==> src/design/fdi_pkg.sv <==
// Shared constants, modes and carriers of the floppy drive interface
package fdi_pkg;
   // Timing, with the 25 MHz system clock
   localparam int CLK_NS      = 40;
   localparam int CELL_NS     = 4000;
   localparam int CELL_CYC    = CELL_NS / CLK_NS;
   localparam int HALF_CYC    = CELL_CYC / 2;
   localparam int WPULSE_NS   = 200;
   localparam int WPULSE_CYC  = (WPULSE_NS + CLK_NS - 1) / CLK_NS;
   localparam int PRECOMP_NS  = 125;
   localparam int PRECOMP_CYC = (PRECOMP_NS / CLK_NS < 1) ? 1 : PRECOMP_NS / CLK_NS;
   localparam int STEP_NS     = 1000;
   localparam int STEP_CYC    = (STEP_NS + CLK_NS - 1) / CLK_NS;

   // Counter widths and typed constants
   localparam int PH_W = 7;
   localparam int ST_W = 5;
   localparam int WP_W = 3;
   localparam int SR_W = 2 * PRECOMP_CYC + 1;
   localparam logic [PH_W-1:0] PH_ZERO = 7'h00;
   localparam logic [PH_W-1:0] PH_LAST = PH_W'(CELL_CYC - 1);
   localparam logic [PH_W-1:0] PH_HALF = PH_W'(HALF_CYC);
   localparam logic [PH_W-1:0] PH_CMID = PH_W'(HALF_CYC / 2);
   localparam logic [PH_W-1:0] PH_DMID = PH_W'(HALF_CYC + HALF_CYC / 2);
   localparam logic [ST_W-1:0] ST_LOAD = ST_W'(STEP_CYC);
   localparam logic [WP_W-1:0] WP_LOAD = WP_W'(WPULSE_CYC);

   // Data word
   localparam int WORD_W = 8;
   localparam logic [2:0] BIT_LAST = 3'h7;
   localparam logic [2:0] BIT_FIRST = 3'h0;
   localparam logic [WORD_W-1:0] FILL_BYTE = 8'h00;
   localparam int SECTOR_BYTES_DEF = 256;
   localparam int BUF_DEPTH_DEF = 2;

   typedef enum logic [1:0] {
      W_IDLE = 2'b00,
      W_LEAD = 2'b01,
      W_DATA = 2'b10
   } wr_state_e;

   typedef enum logic {
      R_IDLE = 1'b0,
      R_RUN  = 1'b1
   } rd_state_e;

   typedef struct packed {
      logic sel_a;
      logic sel_b;
      logic motor;
      logic side_one;
   } drive_ctl_s;

   typedef struct packed {
      logic reading;
      logic writing;
      logic aborted;
      logic overrun;
      logic index_active;
      logic at_track_zero;
   } status_s;
endpackage : fdi_pkg

==> src/design/floppy_drive_interface.sv <==
// Floppy drive interface: data separator, word assembly, MFM writer with precompensation, drive control
`timescale 1ns/1ps
module floppy_drive_interface #(
   parameter int SECTOR_BYTES = fdi_pkg::SECTOR_BYTES_DEF,
   parameter int BUF_DEPTH    = fdi_pkg::BUF_DEPTH_DEF
) (
   // Clock and reset
   input  wire logic                       clk,
   input  wire logic                       nrst,
   // Host commands and drive settings
   input  wire logic                       cmd_read,
   input  wire logic                       cmd_write,
   input  wire logic                       cmd_step,
   input  wire logic                       step_toward_centre,
   input  wire fdi_pkg::drive_ctl_s        drive_ctl,
   // Write words from the host
   input  wire logic [fdi_pkg::WORD_W-1:0] wr_data,
   input  wire logic                       wr_valid,
   output logic                            wr_taken,
   // Read words to the host
   output logic [fdi_pkg::WORD_W-1:0]      rd_data,
   output logic                            rd_valid,
   input  wire logic                       rd_ready,
   // Events and status
   output logic                            irq,
   output fdi_pkg::status_s                status,
   // Drive inputs
   input  wire logic                       read_pulse_in,
   input  wire logic                       index_n,
   input  wire logic                       track_zero_n,
   input  wire logic                       write_protect_n,
   // Drive outputs
   output logic                            drive_a_select_n,
   output logic                            drive_b_select_n,
   output logic                            spindle_on_n,
   output logic                            step_dir,
   output logic                            step_pulse_n,
   output logic                            side_select_n,
   output logic                            write_pulse_out,
   output logic                            write_gate_n
);
   localparam int BC_W = $clog2(SECTOR_BYTES + 1);
   localparam logic [BC_W-1:0] BYTE_LAST = BC_W'(SECTOR_BYTES - 1);
   localparam int PC = fdi_pkg::PRECOMP_CYC;

   generate
      if (SECTOR_BYTES < 1 || BUF_DEPTH < 2) begin : g_bad
         $error("floppy_drive_interface needs SECTOR_BYTES >= 1 and BUF_DEPTH >= 2");
      end
   endgenerate

   // One-hot injection point in the precompensation shift register
   function automatic logic [fdi_pkg::SR_W-1:0] inject_at(input logic fire, input logic early, input logic late);
      logic [fdi_pkg::SR_W-1:0] v;
      v = '0;
      if (fire) begin
         if (early) v[0] = 1'b1;
         else if (late) v[2*PC] = 1'b1;
         else v[PC] = 1'b1;
      end
      return v;
   endfunction : inject_at

   // Read path state
   fdi_pkg::rd_state_e           rst_r, rst_nxt;
   logic [fdi_pkg::PH_W-1:0]     ph_r, ph_nxt;
   logic                         rd_prev_r, raw_read_r, raw_read_nxt, read_clock_r, read_clock_nxt;
   logic                         dbit_r, dbit_nxt, push_r, push_nxt, irq_r, irq_nxt;
   logic [fdi_pkg::WORD_W-1:0]   rsh_r, rsh_nxt, rword_r, rword_nxt;
   logic [2:0]                   rbit_r, rbit_nxt;
   logic [BC_W-1:0]              rbyte_r, rbyte_nxt;
   logic                         overrun_r, overrun_nxt, buf_in_ready;
   // Write path state
   fdi_pkg::wr_state_e           wst_r, wst_nxt;
   logic [fdi_pkg::PH_W-1:0]     wph_r, wph_nxt;
   logic [fdi_pkg::WORD_W-1:0]   wb_r, wb_nxt;
   logic [2:0]                   wbit_r, wbit_nxt;
   logic                         wprev_r, wprev_nxt, taken_r, taken_nxt, aborted_r, aborted_nxt;
   logic [BC_W-1:0]              wbyte_r, wbyte_nxt;
   logic [fdi_pkg::SR_W-1:0]     sr_r, sr_nxt, inj;
   logic [fdi_pkg::WP_W-1:0]     wp_cnt_r, wp_cnt_nxt;
   logic                         wpulse_r, wpulse_nxt, gate_n_r, gate_n_nxt;
   logic                         wcur, wnext, pc_early, pc_late;
   // Head and drive control state
   logic [fdi_pkg::ST_W-1:0]     st_cnt_r, st_cnt_nxt;
   logic                         step_n_r, step_n_nxt, dir_r, dir_nxt;
   fdi_pkg::drive_ctl_s          ctl_r;
   fdi_pkg::status_s             status_r, status_nxt;
   logic                         rd_edge, in_data_win, idle;

   assign idle        = (rst_r == fdi_pkg::R_IDLE) && (wst_r == fdi_pkg::W_IDLE);
   assign rd_edge     = read_pulse_in & ~rd_prev_r;
   assign in_data_win = (ph_r >= fdi_pkg::PH_HALF);
   assign wcur        = wb_r[wbit_r];
   assign wnext       = (wbit_r == fdi_pkg::BIT_FIRST) ? 1'b0 : wb_r[wbit_r - 3'h1];
   // A one is moved toward the neighbour that crowds it
   assign pc_early    = wprev_r & ~wnext;
   assign pc_late     = ~wprev_r & wnext;

   // Data separator and word assembly
   always_comb begin
      rst_nxt = rst_r;
      ph_nxt = (ph_r == fdi_pkg::PH_LAST) ? fdi_pkg::PH_ZERO : ph_r + 7'h01;
      raw_read_nxt = 1'b0;
      dbit_nxt = dbit_r;
      rsh_nxt = rsh_r;
      rword_nxt = rword_r;
      rbit_nxt = rbit_r;
      rbyte_nxt = rbyte_r;
      push_nxt = 1'b0;
      irq_nxt = 1'b0;
      overrun_nxt = overrun_r | (push_r & ~buf_in_ready);
      if (rst_r == fdi_pkg::R_IDLE) begin
         dbit_nxt = 1'b0;
         if (cmd_read && idle) begin
            rst_nxt = fdi_pkg::R_RUN;
            ph_nxt = fdi_pkg::PH_ZERO;
            rbit_nxt = '0;
            rbyte_nxt = '0;
            // A word lost on the start edge still counts, so the set wins over the clear
            overrun_nxt = push_r & ~buf_in_ready;
         end
      end else if (rd_edge) begin
         // Hard resync to the middle of the window the pulse fell in
         raw_read_nxt = 1'b1;
         dbit_nxt = dbit_r | in_data_win;
         ph_nxt = in_data_win ? fdi_pkg::PH_DMID : fdi_pkg::PH_CMID;
      end else if (ph_r == fdi_pkg::PH_LAST) begin
         rsh_nxt = {rsh_r[fdi_pkg::WORD_W-2:0], dbit_r};
         dbit_nxt = 1'b0;
         rbit_nxt = rbit_r + 3'h1;
         if (rbit_r == fdi_pkg::BIT_LAST) begin
            push_nxt = 1'b1;
            rword_nxt = {rsh_r[fdi_pkg::WORD_W-2:0], dbit_r};
            rbyte_nxt = rbyte_r + 1'b1;
            if (rbyte_r == BYTE_LAST) begin
               irq_nxt = 1'b1;
               rst_nxt = fdi_pkg::R_IDLE;
            end
         end
      end
      read_clock_nxt = (rst_nxt == fdi_pkg::R_RUN) && (ph_nxt >= fdi_pkg::PH_HALF);
   end

   always_ff @(posedge clk or negedge nrst) begin
      if (!nrst) begin
         rst_r <= fdi_pkg::R_IDLE;
         ph_r <= '0;
         rd_prev_r <= 1'b0;
         raw_read_r <= 1'b0;
         read_clock_r <= 1'b0;
         dbit_r <= 1'b0;
         rsh_r <= '0;
         rword_r <= '0;
         rbit_r <= '0;
         rbyte_r <= '0;
         push_r <= 1'b0;
         irq_r <= 1'b0;
         overrun_r <= 1'b0;
      end else begin
         rst_r <= rst_nxt;
         ph_r <= ph_nxt;
         rd_prev_r <= read_pulse_in;
         raw_read_r <= raw_read_nxt;
         read_clock_r <= read_clock_nxt;
         dbit_r <= dbit_nxt;
         rsh_r <= rsh_nxt;
         rword_r <= rword_nxt;
         rbit_r <= rbit_nxt;
         rbyte_r <= rbyte_nxt;
         push_r <= push_nxt;
         irq_r <= irq_nxt;
         overrun_r <= overrun_nxt;
      end
   end

   // The disk cannot be stalled, so a full buffer shows as overrun instead
   word_buffer #(.W(fdi_pkg::WORD_W), .DEPTH(BUF_DEPTH)) u_buf (
      .clk       (clk),
      .nrst      (nrst),
      .in_valid  (push_r),
      .in_ready  (buf_in_ready),
      .in_data   (rword_r),
      .out_valid (rd_valid),
      .out_ready (rd_ready),
      .out_data  (rd_data)
   );

   // MFM writer
   always_comb begin
      wst_nxt = wst_r;
      wph_nxt = (wph_r == fdi_pkg::PH_LAST) ? fdi_pkg::PH_ZERO : wph_r + 7'h01;
      wb_nxt = wb_r;
      wbit_nxt = wbit_r;
      wprev_nxt = wprev_r;
      wbyte_nxt = wbyte_r;
      taken_nxt = 1'b0;
      aborted_nxt = aborted_r;
      inj = '0;
      case (wst_r)
         fdi_pkg::W_IDLE: begin
            if (cmd_write && idle) begin
               if (!write_protect_n) begin
                  aborted_nxt = 1'b1;
               end else begin
                  wst_nxt = fdi_pkg::W_LEAD;
                  wph_nxt = fdi_pkg::PH_ZERO;
                  wbyte_nxt = '0;
                  aborted_nxt = 1'b0;
               end
            end
         end
         fdi_pkg::W_LEAD: begin
            // One quiet cell with the gate on before the first pulse
            if (wph_r == fdi_pkg::PH_LAST) begin
               wst_nxt = fdi_pkg::W_DATA;
               wb_nxt = wr_valid ? wr_data : fdi_pkg::FILL_BYTE;
               taken_nxt = wr_valid;
               wbit_nxt = fdi_pkg::BIT_LAST;
               wprev_nxt = 1'b0;
            end
         end
         fdi_pkg::W_DATA: begin
            if (wph_r == fdi_pkg::PH_ZERO) begin
               inj = inject_at(~wprev_r & ~wcur, 1'b0, 1'b0);
            end else if (wph_r == fdi_pkg::PH_HALF) begin
               inj = inject_at(wcur, pc_early, pc_late);
            end else if (wph_r == fdi_pkg::PH_LAST) begin
               wprev_nxt = wcur;
               if (wbit_r == fdi_pkg::BIT_FIRST) begin
                  wbyte_nxt = wbyte_r + 1'b1;
                  if (wbyte_r == BYTE_LAST) begin
                     wst_nxt = fdi_pkg::W_IDLE;
                  end else begin
                     wb_nxt = wr_valid ? wr_data : fdi_pkg::FILL_BYTE;
                     taken_nxt = wr_valid;
                     wbit_nxt = fdi_pkg::BIT_LAST;
                  end
               end else begin
                  wbit_nxt = wbit_r - 3'h1;
               end
            end
         end
         default: wst_nxt = fdi_pkg::W_IDLE;
      endcase
      if (wst_r != fdi_pkg::W_IDLE && !write_protect_n) begin
         wst_nxt = fdi_pkg::W_IDLE;
         aborted_nxt = 1'b1;
      end
      sr_nxt = (sr_r >> 1) | inj;
      if (sr_r[0]) wp_cnt_nxt = fdi_pkg::WP_LOAD;
      else if (wp_cnt_r != '0) wp_cnt_nxt = wp_cnt_r - 3'h1;
      else wp_cnt_nxt = '0;
      // Pulses still in flight are dropped so none leaves with the gate off
      if (wst_nxt == fdi_pkg::W_IDLE) begin
         sr_nxt = '0;
         wp_cnt_nxt = '0;
      end
      wpulse_nxt = (wp_cnt_nxt != '0);
      gate_n_nxt = (wst_nxt == fdi_pkg::W_IDLE);
   end

   always_ff @(posedge clk or negedge nrst) begin
      if (!nrst) begin
         wst_r <= fdi_pkg::W_IDLE;
         wph_r <= '0;
         wb_r <= '0;
         wbit_r <= '0;
         wprev_r <= 1'b0;
         wbyte_r <= '0;
         taken_r <= 1'b0;
         aborted_r <= 1'b0;
         sr_r <= '0;
         wp_cnt_r <= '0;
         wpulse_r <= 1'b0;
         gate_n_r <= 1'b1;
      end else begin
         wst_r <= wst_nxt;
         wph_r <= wph_nxt;
         wb_r <= wb_nxt;
         wbit_r <= wbit_nxt;
         wprev_r <= wprev_nxt;
         wbyte_r <= wbyte_nxt;
         taken_r <= taken_nxt;
         aborted_r <= aborted_nxt;
         sr_r <= sr_nxt;
         wp_cnt_r <= wp_cnt_nxt;
         wpulse_r <= wpulse_nxt;
         gate_n_r <= gate_n_nxt;
      end
   end

   // Head stepping, drive selection and status
   always_comb begin
      dir_nxt = dir_r;
      st_cnt_nxt = (st_cnt_r != '0) ? st_cnt_r - 5'h01 : st_cnt_r;
      // Stepping outward past track zero is refused
      if (cmd_step && st_cnt_r == '0 && (step_toward_centre || track_zero_n)) begin
         dir_nxt = step_toward_centre;
         st_cnt_nxt = fdi_pkg::ST_LOAD;
      end
      step_n_nxt = (st_cnt_nxt == '0);
      status_nxt.reading = (rst_nxt == fdi_pkg::R_RUN);
      status_nxt.writing = (wst_nxt != fdi_pkg::W_IDLE);
      status_nxt.aborted = aborted_nxt;
      status_nxt.overrun = overrun_nxt;
      status_nxt.index_active = ~index_n;
      status_nxt.at_track_zero = ~track_zero_n;
   end

   always_ff @(posedge clk or negedge nrst) begin
      if (!nrst) begin
         st_cnt_r <= '0;
         step_n_r <= 1'b1;
         dir_r <= 1'b0;
         ctl_r <= '1;
         status_r <= '0;
      end else begin
         st_cnt_r <= st_cnt_nxt;
         step_n_r <= step_n_nxt;
         dir_r <= dir_nxt;
         // Held inverted so each low-true pin leaves a flop directly
         ctl_r <= ~drive_ctl;
         status_r <= status_nxt;
      end
   end

   assign drive_a_select_n = ctl_r.sel_a;
   assign drive_b_select_n = ctl_r.sel_b;
   assign spindle_on_n     = ctl_r.motor;
   assign side_select_n    = ctl_r.side_one;
   assign step_dir         = dir_r;
   assign step_pulse_n     = step_n_r;
   assign write_pulse_out  = wpulse_r;
   assign write_gate_n     = gate_n_r;
   assign wr_taken         = taken_r;
   assign irq              = irq_r;
   assign status           = status_r;

   // Checks
   int unsigned step_low_q;
   always_ff @(posedge clk or negedge nrst) begin
      if (!nrst) step_low_q <= 0;
      else if (!step_n_r) step_low_q <= step_low_q + 1;
      else step_low_q <= 0;
   end
endmodule : floppy_drive_interface

==> src/design/word_buffer.sv <==
// Small shift-register FIFO whose head entry is the output register
`timescale 1ns/1ps
module word_buffer #(
   parameter int W     = 8,
   parameter int DEPTH = 2
) (
   // Clock and reset
   input  wire logic         clk,
   input  wire logic         nrst,
   // Filling side
   input  wire logic         in_valid,
   output logic              in_ready,
   input  wire logic [W-1:0] in_data,
   // Draining side
   output logic              out_valid,
   input  wire logic         out_ready,
   output logic [W-1:0]      out_data
);
   localparam int CW = $clog2(DEPTH + 1);

   generate
      if (DEPTH < 2 || W < 1) begin : g_bad
         $error("word_buffer needs DEPTH >= 2 and W >= 1");
      end
   endgenerate

   logic [W-1:0]  mem_r   [DEPTH];
   logic [W-1:0]  mem_nxt [DEPTH];
   logic [CW-1:0] cnt_r;
   logic [CW-1:0] cnt_nxt;
   logic          valid_r;
   logic          valid_nxt;
   logic          push;
   logic          pop;

   assign in_ready  = (cnt_r != CW'(DEPTH));
   assign push      = in_valid & in_ready;
   assign pop       = valid_r & out_ready;
   assign out_valid = valid_r;
   assign out_data  = mem_r[0];

   always_comb begin
      int idx;
      idx = int'(cnt_r);
      mem_nxt = mem_r;
      cnt_nxt = cnt_r;
      if (pop) begin
         for (int i = 0; i < DEPTH - 1; i++) begin
            mem_nxt[i] = mem_r[i+1];
         end
         idx = idx - 1;
      end
      // Push lands after the pop shift, but a full buffer takes no word even while it drains
      if (push) begin
         mem_nxt[idx] = in_data;
      end
      cnt_nxt = CW'(idx + (push ? 1 : 0));
      valid_nxt = (cnt_nxt != '0);
   end

   always_ff @(posedge clk or negedge nrst) begin
      if (!nrst) begin
         for (int i = 0; i < DEPTH; i++) begin
            mem_r[i] <= '0;
         end
         cnt_r   <= '0;
         valid_r <= 1'b0;
      end else begin
         mem_r   <= mem_nxt;
         cnt_r   <= cnt_nxt;
         valid_r <= valid_nxt;
      end
   end
endmodule : word_buffer

==> config.mk <==
export PLATFORM = sky130hd
export DESIGN_NAME = floppy_drive_interface
export DESIGN_NICKNAME = d
export VERILOG_FILES = /design/src/design/fdi_pkg.sv /design/src/design/floppy_drive_interface.sv /design/src/design/word_buffer.sv
export SDC_FILE = /design/constraint.sdc
export NUM_CORES = 1
export LEC_CHECK = 0
export BUFFER_PORTS_ARGS = -buffer_cell sky130_fd_sc_hd__buf_2
export CAP_MARGIN = 30
export CELL_PAD_IN_SITES_DETAIL_PLACEMENT = 1
export CELL_PAD_IN_SITES_GLOBAL_PLACEMENT = 1
export CORE_MARGIN = 3
export CORE_UTILIZATION = 47
export DETAILED_ROUTE_END_ITERATION = 8
export PLACE_DENSITY = 0.85
export SYNTH_ARGS = -nofsm -noshare
export SYNTH_HDL_FRONTEND = slang
export SYNTH_SLANG_ARGS = --single-unit
==> constraint.sdc <==
create_clock -name clk -period 2.65 [get_ports clk]
set_input_delay 0.795 -clock clk [delete_from_list [all_inputs] [get_ports clk]]
set_output_delay 0.795 -clock clk [all_outputs]
set_load 0.01 [all_outputs]
==> run summary <==
===========================================================================================
Number of buffers and inverters on the critical path                                      2
First-pass GRT wire length                                                        24,100 um
Startpoint of the worst-slack reg-to-reg timing path                           wbit_r[1]$_DFFE_PN0P_
Total of cells resized after clock tree synthesis                                         0
Power Density                                                                   798 mW/mm^2
Mean instance size in the synthesized netlist                                    10.6 sq um
Post-CTS setup repair buffer count                                                        0
Detailed Place HPWL                                                                 9210 um
Crit path depth                                                                          11
Area delta synth->final                                                               17.8%
Final weighted congestion in routability-driven placement                             0.805
Element type at the critical path start                                           flip-flop
Worst-Skew Late Latency                                                              420 ps
TritonCTS clock tree                                                                   done
Netlist area before placement                                                  0.00583 sq mm
Total inserted antenna cells                                                              0
Critical setup path kind                                                       flip-flop to flip-flop
Delay of the slowest cell on the worst path                                          420 ps
Most common library cell in the layout ignoring fill and taps                  sky130_fd_sc_hd__dfrtp_1
Total Routed Length                                                               14,400 um
YS warnings                                                                               0
Clock tree sinks                                                                        117
Die outline area                                                               0.0138 sq mm
CP max FO                                                                                 4
Number of max-cap violations                                                              0
Fraction of final layout cells sized beyond drive strength 1                          23.9%
Routed WL per cell                                                                  18.5 um
Number of vias after detailed routing                                                 4,292
Synth Flop Type                                                                sky130_fd_sc_hd__dfrtp_1
Core ar.                                                                       0.0121 sq mm
Number of nets in the layout                                                            647
Grt ovf                                                                                   0
Top cell family by delay on the critical path                                  multiplexers
Number of design-rule violations left by the first detailed-router iteration            174
Rel. slew slack                                                                       46.8%
Maximum frequency from static timing analysis                                     0.411 GHz
# hold bufs at CTS                                                                        0
Worst flop-to-flop path endpoint                                               sr_r[3]$_DFF_PN0_
Post-Syn Instances                                                                      549
Total placed instance area                                                     0.00619 sq mm
Worst setup slack for register-to-register paths                                     220 ps
EDFF count, synth                                                                         0
Number of global-route vias before repair                                             4,857
Depth of the worst register-to-register path                                             11
Max VDD drop                                                                     0.000505 V
Number of non-filler instances in the completed layout                                  778
Hold crit path type                                                            input pin to asynchronous set/reset pin
Remaining number of nets flagged by the antenna check after routing                       0
Cell variety after synth                                                                 65
Largest net degree at the start of global routing                                        45
Placement Rows                                                                           40
Proportion of register bits with asynchronous set or reset after synthesis             100%
Setup repair after global routing missed its margin                                      no
Buffers on Ports                                                                         48
Initial antenna violation count                                                           0
Library cell contributing the largest single delay on the critical path        sky130_fd_sc_hd__dfrtp_1
CTS H-tree lvls                                                                           4
First-pass DRT Iterations                                                                 4
Final critical-path share of the clock period                                         91.9%
Final hold viol count                                                                     0
Effective utilization at floorplan                                                    48.3%
Skew final                                                                          6.31 ps
Number of endpoints failing setup at the final stage                                      0
Total negative slack                                                                   0 ps
Clock transition at the registers of the reported paths                               50 ps
Post-synth net total                                                                    598
Worst-Margin Slew                                                                    798 ps
CP cell instances                                                              inv_1, ha_1, mux4_2, mux2_2, nand2_1, inv_1, ha_1, nand2_1, nor3_1, mux2i_1, a32oi_1
Status                                                                         complete, no violations
Number of CTS-inserted buffers                                                           17
Leakage power total                                                                 3.31 nW
Final period demand of the worst path                                               2430 ps
Type of destination of the critical path                                          flip-flop
Finished layout cell area                                                      0.00687 sq mm
Die Wd                                                                               117 um
Dpl cells                                                                               746
Power, Total                                                                      0.00548 W
Critical Path AT                                                                    2760 ps
Most frequent cells in the layout                                              sky130_fd_sc_hd__dfrtp_1 (111), sky130_fd_sc_hd__nand2_1 (72), sky130_fd_sc_hd__buf_2 (47), sky130_fd_sc_hd__inv_1 (40), sky130_fd_sc_hd__mux2_2 (35)
Post-synthesis register bit count                                                       117
Drt drc                                                                                   0
Pins over their slew limit                                                                0
Clock root cell                                                                sky130_fd_sc_hd__clkbuf_16
Height of the chip                                                                   117 um
Ratio of routed vias to standard cells                                                 5.52
Clock Tree Buf Depth                                                                      2
IO Pins                                                                                  49
Core occupancy in the finished layout                                                 56.9%
CP required                                                                         2970 ps
All-layer global routing usage                                                        21.8%
Portion of the post-synthesis area used by sequential elements                        50.4%
===========================================================================================
## power by group
group / leakage (nW) / internal [W] / total (W) / switching (W)
sequential: 1.49 / 0.00195 / 0.00211 / 0.000159
combinational: 1.49 / 0.000310 / 0.000738 / 0.000428
clock: 0.326 / 0.00183 / 0.00263 / 0.000802
total: 3.31 / 0.00409 / 0.00548 / 0.00139
## metrics by stage
stage,hold WS (ps),setup WS [ps]
4_1_cts,361,0.934
2_1_floorplan,442,254
3_3_place_gp,451,403
6_report,352,215
5_1_grt,383,26.7
3_5_place_dp,467,167
## synthesized netlist by cell type (all sizes together), types with 2 or more instances
library cell	n	area share, %
ha	25	5.4
nor2	26	1.7
nand3	20	1.7
nand2b	10	1.1
nor2b	5	0.67
o31ai	6	0.77
a21oi	19	1.7
clkbuf	7	0.45
dfrtp	111	48
mux2i	10	1.7
o21bai	2	0.26
and3b	2	0.30
a31oi	12	1.3
nand4b	2	0.30
nand4	4	0.43
a21o	2	0.26
and4b	3	0.58
xor2	5	0.75
and2	3	0.32
nor4	9	0.97
or4	5	0.64
or3	2	0.21
xnor2	9	1.4
a32oi	2	0.30
o22ai	2	0.21
o21ai	27	2.3
o211ai	5	0.64
dfstp	6	2.7
buf	20	2.6
or2	6	0.64
mux2	35	6.8
inv	40	2.6
and3	4	0.45
mux4	4	1.5
nor3	5	0.43
a211o	3	0.47
nand2	72	4.6
## state kept, by name (all words and copies together) (netlist names), 5 cells and up, named ones only
| name | flops |
|---|---|
| ph_r | 7 |
| rbyte_r | 9 |
| rsh_r | 7 |
| rword_r | 8 |
| sr_r | 7 |
| st_cnt_r | 5 |
| status | 6 |
| u_buf.out_data | 8 |
| wb_r | 8 |
| wbyte_r | 9 |
| wph_r | 7 |
## how the worst max path moves through the flow
stage | to | startpoint | slack (ps)
after CTS | wb_r[5]$_DFFE_PN0P_ | wbyte_r[0]$_DFFE_PN0P_ | 0.9
after detailed placement | wb_r[2]$_DFFE_PN0P_ | wbyte_r[0]$_DFFE_PN0P_ | 170
after floorplan | sr_r[3]$_DFF_PN0_ | wbit_r[0]$_DFFE_PN0P_ | 250
after global placement | wb_r[2]$_DFFE_PN0P_ | wbyte_r[2]$_DFFE_PN0P_ | 400
after global routing | sr_r[3]$_DFF_PN0_ | wbit_r[1]$_DFFE_PN0P_ | 30
final | sr_r[3]$_DFF_PN0_ | wbit_r[1]$_DFFE_PN0P_ | 220
## final cells by class
cell class | instances | area (sq um)
fillers | 1302 | 5200
flip-flops and latches | 117 | 2940
multi-input cells | 364 | 2550
clock buffers | 22 | 474
repair buffers | 58 | 343
well taps | 168 | 210
clock inverters | 9 | 198
inverters | 40 | 150
## metal layers
metal,share of wire (%),global-route usage [%],up-vias
li1,-,-,2011
met1,43,25.5,2177
met2,52,38.9,83
met3,3.0,4.63,21
met4,1.8,8.80,0
met5,0,0,-
## worst reg2reg max path, cell delays in order (launching register included)
cell                      delay, ps
sky130_fd_sc_hd__dfrtp_1        420
sky130_fd_sc_hd__inv_1          100
sky130_fd_sc_hd__ha_1           350
sky130_fd_sc_hd__mux4_2         320
sky130_fd_sc_hd__mux2_2         270
sky130_fd_sc_hd__nand2_1        100
sky130_fd_sc_hd__inv_1           50
sky130_fd_sc_hd__ha_1           260
sky130_fd_sc_hd__nand2_1         50
sky130_fd_sc_hd__nor3_1         130
sky130_fd_sc_hd__mux2i_1         90
sky130_fd_sc_hd__a32oi_1        200
## kinds of logic (layout without fill, tap and decap cells)
kind of cell             after synthesis  after routing  synth area share [%]
XOR/XNOR                              14             14                  2.10
multiplexers                          49             49                  10.0
AO/OA/AOI/OAI                         92             92                  10.2
buffers and inverters                 68            129                  5.80
adder cells (fa/ha/maj)               25             25                  5.37
flip-flops                           117            117                  50.4
AND/OR/NAND/NOR                      184            184                  16.2
No activity file was read; power rests on OpenSTA's default activity.
